<file path="src/design/sfifo_pkg.sv">
/*
   Constants for the 32-entry acceleration sample FIFO: register offsets,
   field positions, reset values, mode encodings and the trigger state type.
   Assumes nothing of its surroundings; every user names items with sfifo_pkg::.
*/
`default_nettype none

package sfifo_pkg;

   // register byte addresses as seen by the serial register port
   localparam logic [7:0] ADDR_STATUS = 8'h00;
   localparam logic [7:0] ADDR_X_MSB = 8'h01;
   localparam logic [7:0] ADDR_X_LSB = 8'h02;
   localparam logic [7:0] ADDR_Y_MSB = 8'h03;
   localparam logic [7:0] ADDR_Y_LSB = 8'h04;
   localparam logic [7:0] ADDR_Z_MSB = 8'h05;
   localparam logic [7:0] ADDR_Z_LSB = 8'h06;
   localparam logic [7:0] ADDR_SETUP = 8'h09;

   // field positions in the status and setup bytes
   localparam int OVF_BIT = 7;
   localparam int WMRK_BIT = 6;
   localparam int MODE_HI = 7;
   localparam int MODE_LO = 6;
   localparam int LEVEL_HI = 5;

   // values after reset
   localparam logic [7:0] SETUP_RESET = 8'h00;
   localparam logic [7:0] RDATA_RESET = 8'h00;

   // mode selection encodings
   localparam logic [1:0] MODE_OFF = 2'h0;
   localparam logic [1:0] MODE_CIRC = 2'h1;
   localparam logic [1:0] MODE_FILL = 2'h2;
   localparam logic [1:0] MODE_TRIG = 2'h3;

   // trigger capture progress
   typedef enum logic [1:0] {TRIG_ARMED, TRIG_POST, TRIG_DONE} sfifo_trig_t;

endpackage

`default_nettype wire

</file>
<file path="src/design/sfifo_top.sv">
/*
   Sample FIFO of a three-axis acceleration sensor: stores up to 32 samples,
   offers disabled, circular, fill and trigger modes, keeps overflow and
   watermark flags, the sample count and a FIFO interrupt source bit.
   Assumes a serial register slave on core_clk that turns each byte access
   into one regRdStrobe or regWrStrobe pulse with its address, advancing the
   address itself; sample, trigger and mode-change pulses come from logic
   on core_clk, so none of them is synchronised here.
*/
//
// Function
// - status at 0x00 when FIFO mode nonzero
// - status: overflow bit7, watermark bit6, count 5:0
// - count gives stored samples, zero means empty
// - overflow set at count 32, held meanwhile
// - watermark set while count reaches nonzero level
// - watermark level zero suppresses watermark flag
// - status read clears interrupt; next flagged sample sets
// - modes: off, circular overwrite, fill stops full
// - trigger: circular, then 32 minus level more
// - in trigger mode watermark flag means triggered
// - trigger overflow zero before trigger, then stopped
// - flush on disable, rate change, standby exit
// - writing disabled mode zeroes flags and count
// - count above level never stops acceptance
// - samples arrive at the selected output rate
// - data read returns oldest, count drops one
// - setup at 0x09: mode 7:6, level 5:0
// - in trigger mode level sets pre-trigger depth
// - data from 0x01, fast read skips low bytes
`timescale 1ns/10ps
`default_nettype none

module sfifo_top #(
   parameter int DEPTH = 32,
   parameter int SAMPLE_W = 14
)(
   input wire logic core_clk,
   input wire logic sys_rst,
   input wire logic [7:0] regAddr,
   input wire logic regRdStrobe,
   input wire logic regWrStrobe,
   input wire logic [7:0] regWrData,
   input wire logic [7:0] realTimeStatus,
   input wire logic fastRead,
   input wire logic sampleStrobe,
   input wire logic [SAMPLE_W-1:0] sampleX,
   input wire logic [SAMPLE_W-1:0] sampleY,
   input wire logic [SAMPLE_W-1:0] sampleZ,
   input wire logic triggerEvent,
   input wire logic rateChange,
   input wire logic standbyToActive,
   output logic [7:0] regRdData,
   output logic fifoOn,
   output logic fifoIrqPending
);

   localparam int PTR_W = $clog2(DEPTH);
   localparam int CNT_W = PTR_W + 1;
   localparam logic [CNT_W-1:0] FULL_COUNT = CNT_W'(DEPTH);
   localparam int SMP_W = 3 * SAMPLE_W;

   ////////////////////////////////////////////////////////////////////////
   // declarations

   logic [1:0] mode_r;
   logic [5:0] wmrkLevel_r;
   logic fifoOn_r;
   logic [SMP_W-1:0] store [DEPTH];
   logic [PTR_W-1:0] wrPtr_r;
   logic [PTR_W-1:0] rdPtr_r;
   logic [CNT_W-1:0] count_r;
   logic [CNT_W-1:0] count_nxt;
   logic [CNT_W-1:0] postLeft_r;
   sfifo_pkg::sfifo_trig_t trig_r;
   sfifo_pkg::sfifo_trig_t trig_nxt;
   logic overflowFlag_r;
   logic overflowFlag_nxt;
   logic watermarkHit_r;
   logic watermarkHit_nxt;
   logic irqPending_r;
   logic [SMP_W-1:0] held_r;
   logic heldStale_r;
   logic [7:0] regRdData_r;
   logic [7:0] rdByte;
   logic [SMP_W-1:0] headSample;
   logic [SMP_W-1:0] byteSource;
   logic [SAMPLE_W-1:0] axisWord;
   logic full;
   logic levelOn;
   logic atLevel;
   logic writeOff;
   logic flush;
   logic accept;
   logic push;
   logic drop;
   logic pop;
   logic dataRead;
   logic startRead;
   logic lastRead;
   logic statusRead;

   ////////////////////////////////////////////////////////////////////////
   // setup register

   // mode may change any time; host keeps the off-first ordering
   always_ff @(posedge core_clk)
   begin
      if (sys_rst)
      begin
         mode_r <= sfifo_pkg::SETUP_RESET[sfifo_pkg::MODE_HI:sfifo_pkg::MODE_LO];
         wmrkLevel_r <= sfifo_pkg::SETUP_RESET[sfifo_pkg::LEVEL_HI:0];
         fifoOn_r <= 1'b0;
      end
      else if (regWrStrobe && regAddr == sfifo_pkg::ADDR_SETUP)
      begin
         mode_r <= regWrData[sfifo_pkg::MODE_HI:sfifo_pkg::MODE_LO];
         wmrkLevel_r <= regWrData[sfifo_pkg::LEVEL_HI:0];
         fifoOn_r <= regWrData[sfifo_pkg::MODE_HI:sfifo_pkg::MODE_LO] != sfifo_pkg::MODE_OFF;
      end
   end

   ////////////////////////////////////////////////////////////////////////
   // push, drop and pop decisions

   // strobes and flush conditions
   always_comb
   begin
      full = count_r == FULL_COUNT;
      levelOn = wmrkLevel_r != 6'h00;
      atLevel = levelOn && CNT_W'(wmrkLevel_r) <= count_r;
      writeOff = regWrStrobe && regAddr == sfifo_pkg::ADDR_SETUP
         && regWrData[sfifo_pkg::MODE_HI:sfifo_pkg::MODE_LO] == sfifo_pkg::MODE_OFF;
      flush = !fifoOn_r || writeOff || rateChange || standbyToActive;
      statusRead = regRdStrobe && regAddr == sfifo_pkg::ADDR_STATUS && fifoOn_r;
      dataRead = regRdStrobe && fifoOn_r
         && regAddr >= sfifo_pkg::ADDR_X_MSB && regAddr <= sfifo_pkg::ADDR_Z_LSB;
      startRead = dataRead && regAddr == sfifo_pkg::ADDR_X_MSB;
      lastRead = dataRead && regAddr == (fastRead ? sfifo_pkg::ADDR_Z_MSB
         : sfifo_pkg::ADDR_Z_LSB);
   end

   // acceptance per mode; a count past the level never blocks
   always_comb
   begin
      case (mode_r)
         sfifo_pkg::MODE_CIRC: accept = 1'b1;
         sfifo_pkg::MODE_FILL: accept = !full;
         sfifo_pkg::MODE_TRIG: accept = trig_r == sfifo_pkg::TRIG_ARMED
            || (trig_r == sfifo_pkg::TRIG_POST && !full);
         default: accept = 1'b0;
      endcase
      push = sampleStrobe && !flush && accept;
      pop = lastRead && !heldStale_r && count_r != '0 && !flush;
      // pre-trigger keeps only the level's worth of history
      drop = push && !pop && count_r != '0
         && ((mode_r == sfifo_pkg::MODE_CIRC && full)
         || (mode_r == sfifo_pkg::MODE_TRIG && trig_r == sfifo_pkg::TRIG_ARMED
         && (full || atLevel)));
      if (flush)
         count_nxt = '0;
      else if (push && !pop && !drop)
         count_nxt = count_r + CNT_W'(1);
      else if (pop && !push)
         count_nxt = count_r - CNT_W'(1);
      else
         count_nxt = count_r;
   end

   ////////////////////////////////////////////////////////////////////////
   // storage and pointers

   // array is left unreset: its contents mean nothing until counted
   always_ff @(posedge core_clk)
   begin
      if (push)
         store[wrPtr_r] <= {sampleX, sampleY, sampleZ};
   end

   // pointers and count
   always_ff @(posedge core_clk)
   begin
      if (sys_rst || flush)
      begin
         wrPtr_r <= '0;
         rdPtr_r <= '0;
         count_r <= '0;
      end
      else
      begin
         if (push)
            wrPtr_r <= wrPtr_r + PTR_W'(1);
         if (pop || drop)
            rdPtr_r <= rdPtr_r + PTR_W'(1);
         count_r <= count_nxt;
      end
   end

   ////////////////////////////////////////////////////////////////////////
   // trigger capture

   // next trigger state; a sample in the trigger cycle counts as history
   always_comb
   begin
      trig_nxt = trig_r;
      case (trig_r)
         sfifo_pkg::TRIG_ARMED:
            if (mode_r == sfifo_pkg::MODE_TRIG && triggerEvent)
               trig_nxt = ({1'b0, wmrkLevel_r} >= 7'(DEPTH)) ? sfifo_pkg::TRIG_DONE
                  : sfifo_pkg::TRIG_POST;
         sfifo_pkg::TRIG_POST:
            if ((push && postLeft_r == CNT_W'(1)) || (sampleStrobe && full))
               trig_nxt = sfifo_pkg::TRIG_DONE;
         sfifo_pkg::TRIG_DONE: trig_nxt = sfifo_pkg::TRIG_DONE;
         default: trig_nxt = sfifo_pkg::TRIG_ARMED;
      endcase
      if (flush || mode_r != sfifo_pkg::MODE_TRIG)
         trig_nxt = sfifo_pkg::TRIG_ARMED;
   end

   // trigger state and remaining post-trigger samples
   always_ff @(posedge core_clk)
   begin
      if (sys_rst)
      begin
         trig_r <= sfifo_pkg::TRIG_ARMED;
         postLeft_r <= '0;
      end
      else
      begin
         trig_r <= trig_nxt;
         if (trig_r == sfifo_pkg::TRIG_ARMED)
            postLeft_r <= FULL_COUNT - CNT_W'(wmrkLevel_r);
         else if (push)
            postLeft_r <= postLeft_r - CNT_W'(1);
      end
   end

   ////////////////////////////////////////////////////////////////////////
   // flags and interrupt source

   // flags follow the next count so they line up with it
   always_comb
   begin
      if (flush)
      begin
         overflowFlag_nxt = 1'b0;
         watermarkHit_nxt = 1'b0;
      end
      else if (mode_r == sfifo_pkg::MODE_TRIG)
      begin
         overflowFlag_nxt = trig_nxt == sfifo_pkg::TRIG_DONE;
         watermarkHit_nxt = trig_nxt != sfifo_pkg::TRIG_ARMED;
      end
      else
      begin
         overflowFlag_nxt = count_nxt == FULL_COUNT;
         watermarkHit_nxt = levelOn
            && CNT_W'(wmrkLevel_r) <= count_nxt;
      end
   end

   // registered flags
   always_ff @(posedge core_clk)
   begin
      if (sys_rst)
      begin
         overflowFlag_r <= 1'b0;
         watermarkHit_r <= 1'b0;
      end
      else
      begin
         overflowFlag_r <= overflowFlag_nxt;
         watermarkHit_r <= watermarkHit_nxt;
      end
   end

   // a flag-raising sample entering in the clearing cycle wins over the clear
   always_ff @(posedge core_clk)
   begin
      if (sys_rst)
         irqPending_r <= 1'b0;
      else if (push && (overflowFlag_nxt || watermarkHit_nxt))
         irqPending_r <= 1'b1;
      else if (statusRead)
         irqPending_r <= 1'b0;
   end

   ////////////////////////////////////////////////////////////////////////
   // read path

   // the head is frozen at the first byte so all bytes share one sample
   always_ff @(posedge core_clk)
   begin
      if (sys_rst)
      begin
         held_r <= '0;
         heldStale_r <= 1'b1;
      end
      else if (startRead)
      begin
         held_r <= headSample;
         heldStale_r <= count_r == '0 || flush;
      end
      else if (drop || flush)
         heldStale_r <= 1'b1; // head moved under us, so no retire
   end

   // byte mux: msb holds bits 13:6, lsb bits 5:0 shifted up two
   always_comb
   begin
      headSample = (count_r == '0) ? '0 : store[rdPtr_r];
      byteSource = startRead ? headSample : held_r;
      case (regAddr)
         sfifo_pkg::ADDR_X_MSB, sfifo_pkg::ADDR_X_LSB:
            axisWord = byteSource[SMP_W-1 -: SAMPLE_W];
         sfifo_pkg::ADDR_Y_MSB, sfifo_pkg::ADDR_Y_LSB:
            axisWord = byteSource[2*SAMPLE_W-1 -: SAMPLE_W];
         default: axisWord = byteSource[SAMPLE_W-1:0];
      endcase
      rdByte = 8'h00;
      if (regAddr == sfifo_pkg::ADDR_STATUS)
         rdByte = fifoOn_r ? {overflowFlag_r, watermarkHit_r, 6'(count_r)}
            : realTimeStatus;
      else if (regAddr == sfifo_pkg::ADDR_SETUP)
         rdByte = {mode_r, wmrkLevel_r};
      else if (dataRead && regAddr[0])
         rdByte = axisWord[SAMPLE_W-1 -: 8];
      else if (dataRead)
         rdByte = {axisWord[SAMPLE_W-9:0], 2'h0};
   end

   // read data register, one cycle after the strobe
   always_ff @(posedge core_clk)
   begin
      if (sys_rst)
         regRdData_r <= sfifo_pkg::RDATA_RESET;
      else if (regRdStrobe)
         regRdData_r <= rdByte;
   end

   assign regRdData = regRdData_r;
   assign fifoOn = fifoOn_r;
   assign fifoIrqPending = irqPending_r;
endmodule

`default_nettype wire

</file>
<file path="config.mk">
export PLATFORM = sky130hd
export DESIGN_NAME = sfifo_top
export DESIGN_NICKNAME = d
export VERILOG_FILES = /design/src/design/sfifo_pkg.sv /design/src/design/sfifo_top.sv
export SDC_FILE = /design/constraint.sdc
export NUM_CORES = 1
export LEC_CHECK = 0
export BUFFER_PORTS_ARGS = -buffer_cell sky130_fd_sc_hd__buf_2
export CAP_MARGIN = 10
export CORE_UTILIZATION = 50
export DETAILED_ROUTE_END_ITERATION = 8
export PLACE_DENSITY = 0.66
export SYNTH_ARGS = -nofsm -noshare
export SYNTH_HDL_FRONTEND = slang
export SYNTH_SLANG_ARGS = --single-unit
</file>
<file path="constraint.sdc">
create_clock -name core_clk -period 9.8 [get_ports core_clk]
set_clock_uncertainty 0.2 [all_clocks]
set_input_delay 1.96 -clock core_clk [delete_from_list [all_inputs] [get_ports core_clk]]
set_output_delay 1.96 -clock core_clk [all_outputs]
set_load 0.01 [all_outputs]
</file>
After elaboration in Yosys (flattened, before gate mapping) --
Memory sizes are Yosys's and may differ from the RTL's. A register that Yosys moved wholly into a read port is not among the register bits. Index checks and enable logic that the tools add are counted.
Word-level totals: flip-flop bits (word level) 87, memory bits (writable) 1344, input bits 75, output and inout bits 10, word-level logic and storage cells 137, memories 1
Operators by class: add/subtract/negate cells 6, magnitude comparators 5, eq/ne operators 16, muxes and demuxes 32, reductions and logical operators 63
Memories:
- store | words 32, bits a word 42, rd ports 1, clocked after Yosys merged registers in 1, write ports 1, RTL line sfifo_top.sv:69 | logic [SMP_W-1:0] store [DEPTH];
Operators with widths (count):
- 42-bit two-way mux | 2
- 8-bit two-way mux | 5
- 1-bit logical AND | 30
- 6-bit two-way mux | 5
- 14-bit case mux with 2 select lines | 1
- 8-bit by 2-bit equality test with 1-bit output (second input constant) | 2
- 1-bit logical OR | 13
- 6-bit equality test (second input constant) | 2
- 6-bit less-or-equal comparator | 2
- 6-bit nonzero test | 2
- 6-bit by 1-bit subtractor with 6-bit output (second input constant) | 2
- 5-bit by 1-bit adder with 5-bit output (second input constant) | 2
- 1-bit two-way mux | 10
- 2-bit two-way mux | 5
- 5-bit two-way mux | 2
- 2-bit nonzero test | 5
- 2-bit equality test (second input constant) | 4
- 8-bit by 1-bit equality test with 1-bit output (second input constant) | 1
- 8-bit by 3-bit equality test with 1-bit output | 1
- 8-bit by 3-bit equality test with 1-bit output (second input constant) | 1
- 8-bit by 4-bit equality test with 1-bit output (second input constant) | 1
- 8-bit by 1-bit >= comparator with 1-bit output (second input constant) | 1
- 8-bit by 3-bit less-or-equal comparator with 1-bit output (second input constant) | 1
- 8-bit logical NOT | 1
- 12 further kinds | 21

Logic depth before layout (Yosys ltp) --
depth in word-level cells 23, mapped depth 19, gate-level depth less buffers 19

Worst setup path before layout --
No wires, ideal clock.
path type input-to-reg, start point in regAddr[1], end point mem store[15][0] (netlist name) (enable), library setup time 442 ps, arrival 5180 ps, required time 9158 ps, path slack 3979 ps, stages 9, buffers on the path 3, cells stage by stage buf_2 > nor2_2 > and4_1 > buf_4 > a31oi_4 > and2_1 > buf_4 > nand2_1 > nor2_1
Between the ends: cells in the longest elaborated chain, start to end 11
Ends and longest elaborated chain:
- from (decl) | RTL line sfifo_top.sv:40 | input wire logic [7:0] regAddr,
- 8-bit by 4-bit equality test with 1-bit output | RTL line sfifo_top.sv:132 | writeOff = regWrStrobe && regAddr == sfifo_pkg::ADDR_SETUP
- 1-bit logical AND | RTL line sfifo_top.sv:132
- 1-bit logical AND | RTL line sfifo_top.sv:133 | && regWrData[sfifo_pkg::MODE_HI:sfifo_pkg::MODE_LO] == sfifo_pkg::MODE_OFF;
- 1-bit logical OR (3 in series) | RTL line sfifo_top.sv:134 | flush = !fifoOn_r || writeOff || rateChange || standbyToActive;
- 1-bit logical NOT | RTL line sfifo_top.sv:153 | push = sampleStrobe && !flush && accept;
- 1-bit logical AND (2 in series) | RTL line sfifo_top.sv:153
- 1-bit two-way mux | RTL line sfifo_top.sv:176 | if (push)
- 1-bit two-way mux (implied by the code) | RTL line sfifo_top.sv:177 | store[wrPtr_r] <= {sampleX, sampleY, sampleZ};
- to (decl) | RTL line sfifo_top.sv:69
No other way between the ends.

Worst setup path after layout --
start point in regAddr[5], end point mem store[27][4] (netlist name) (enable)
Same word-level chain as after synthesis.

==> metrics.txt <==
grt peak-use layer=met1; switching share of power=20.03%; P per Cell Area=193.5 nW/um2; crit path max-delay cell type=nor2_4; number of remaining DRC errors=0; post-synth top area cell=edfxtp_1; Final min period=5.831 ns; Total Wirelength=142.0 mm; Worst Path Required=9.99 ns; antenna violations before repair=13; post-synth net total=2761; Die H=336.7 um; die area=113300 um2; Worst EP arrival=6.03 ns; adder-cell share of the synthesized area=0.4915%; Final setup viols=0; Setup crit start=regAddr[5]; top-count cell post-synth=edfxtp_1; CP Capture Type=flop; Max Slew Vio Count=0; vias after detailed routing=28007; status=completed; fin util=56.66%; Post-CTS Setup Bufs=0; max frequency=0.1715 GHz; actual slew at the worst max-slew pin=1.094 ns; Yosys warnings=0; Mapped Avg Cell Area=21.02 um2; synthesis-stage register bit count=1431; HPWL Detailed=86.86 mm; Synth cell types=76; max-cap viol count=0; Clock Path Buffers=3; Hold Path Class=flop to flop; clock slew at reported path FFs=0.06 ns; pin count of the biggest net entering global routing=126; layout cell share with drive strength beyond 1=27.10%; Setup TNS=0 ns; EDFF count, synth=1344; combinational family with the most area after synthesis=multiplexers; met2 Track Usage GR=37.34%; Gate power share=1.2%; Final Hold Viols=0; Initial DRT Pass Iterations=5; Layout area overhead=12.12%; CP dominant cell by count=buf_4; crit-path cells=buf_2, nor4_1, and4_1, buf_4, a31oi_4, and2_1, nand2_1, nor2_4, buf_4; starting density of the core=50.53%; Post-synth top cells=edfxtp_1 (1344), mux4_2 (375), nor2_1 (120), nand2_1 (92), dfxtp_1 (87); wire length per cell=32.16 um; top post-synthesis cells by area=edfxtp_1 (72%), mux4_2 (15%), dfxtp_1 (3.1%); CTS tree=yes; Compound-Gate Fraction of Synth Area=2.540%; Final Cycle Share=59.50%; Post-CTS Hold Buffers=0; post-route ant nets=0; placer's final routability congestion estimate=0.9142; worst r2r src=count_r[1]; Int Power=9.716 mW; H-Tree Depth=4; portion of netlist area occupied by mux cells=16.72%; max incr delay on CP=0.88 ns; WS Path Type=input pin to flop; HP Start=held_r[30]; Pleak=18.87 nW; final net count=2904; buffer type at the clock tree root=clkbuf_16; gr usage total=25.59%; simple-gate area share of the yosys netlist=3.079%; Global Route met3 Usage=6.534%; Post-synth top flop=edfxtp_1; Die Wd=336.7 um; drt via density=6.342; Seq pwr share=55.0%; core area=110800 um2; clock share of power=43.8%; total gr overflow=0; Slew headroom=27.08%; Setup crit start kind=input pin; met1 Use GR=37.92%; cell count after synthesis=2664; first-pass GRT wire length=202.8 mm; I/O pins=85; Mapped Area=56000 um2; Yosys top cell area share=72.07%; sequential area share after synthesis=75.18%; final worst setup slack=3.969 ns; 1st-iter DRT viols=3893; CTS Sinks=1431; Peak VDD IR=0.1346 mV; post-CTS resize count=0; post-synthesis async set-or-reset flop share=0%; CP bufs+invs=3; Top Family by Delay on Critical Path=simple AND/OR/NAND/NOR gates; clk_lat worst skew=0.76 ns; Row Count=122; RSZ-0062 raised after global routing=false; xor/xnor cell area share of the yosys netlist=0.3128%; vias in the first global route=27630; CP Max Fanout=23; Switch Pwr=2.434 mW; CTS buffer count=145; pre-CTS WS=3.268 ns; Port Buf Inserts=84
area by class of cell:
| cell class | count | area [um2] |
|---|---|---|
| clock inverters | 84 | 669.4 |
| clock buffers | 179 | 3934 |
| multi-input cells | 1072 | 13220 |
| diodes | 5 | 12.51 |
| flip-flops and latches | 1431 | 42120 |
| well taps | 1488 | 1862 |
| fillers | 8195 | 48030 |
| repair buffers | 141 | 923.4 |
| inverters | 16 | 60.06 |
kinds of logic after synthesis:
logic type      Yosys count
xor+xnor                 20
fa+ha+maj                22
flops                  1431
simple gates            356
compound gates          208
mux                     466
buf+inv                 161
layer usage:
metal	share of wire (%)	routed length, um
met5	0.049	69
met4	3.1	4357
met3	11	15360
met2	45	64040
met1	41	58190
cell usage in the layout (no fill, tap or decap), drive strengths merged, types with 7 or more instances in the layout:
cell / n
a211oi: 21
edfxtp: 1344
nand4: 22
nand2: 93
clkbuf: 179
buf: 141
xnor2: 10
nor2: 124
a2111oi: 10
inv: 20
clkinv: 70
mux4: 375
ha: 22
nor3: 20
dfxtp: 87
xor2: 10
a22oi: 27
nand2b: 10
a21o: 7
nor2b: 17
mux2i: 85
nand3: 30
a21oi: 66
o21ai: 25
worst paths after layout:
check             cells past startpoint           end  slack, ns
setup reg to reg                      8  store[27][4]       4.54
setup / recovery                      9  store[27][4]       3.97
hold reg to reg                       2    held_r[30]       0.26
hold / removal                        2    held_r[30]       0.26
registers in the layout (all words and copies together) (netlist names), named ones only:
name	flops
count_r	6
fifoIrqPending	1
fifoOn	1
heldStale_r	1
held_r	37
mode_r	2
overflowFlag_r	1
postLeft_r	6
rdPtr_r	5
regRdData	8
store	1344
trig_r	2
watermarkHit_r	1
wmrkLevel_r	6
wrPtr_r	5
power by group through the flow:
| stage | clock network (mW) | logic, mW | registers, mW |
|---|---|---|---|
| finish | 5.33 | 0.145 | 6.68 |
| global route | 5.64 | 0.153 | 6.67 |
| CTS | 5.41 | 0.145 | 6.68 |
| detailed placement | 0 | 0.145 | 6.81 |
| global placement | 0 | 0.135 | 6.81 |
| floorplan | 0 | 0.0146 | 6.81 |
per-stage QoR:
stage                     power, mW  instances  hold WS (ns)  cell area, um2
after CTS                     12.23       4411        0.2564           62780
after detailed placement      6.953       4148        0.2483           58180
final                         12.15       4416        0.2584           62790
after floorplan               6.823       2664        0.2316           56000
after global routing          12.47       4412        0.2778           62780
after global placement        6.942       4148        0.2429           58180
worst min-delay path, cell delays in order (launching register included):
cell and delay [ns]:
dfxtp_1 0.31, nand2_1 0.05, a21oi_1 0.05
Note: power is estimated with default switching activity, not from simulation.
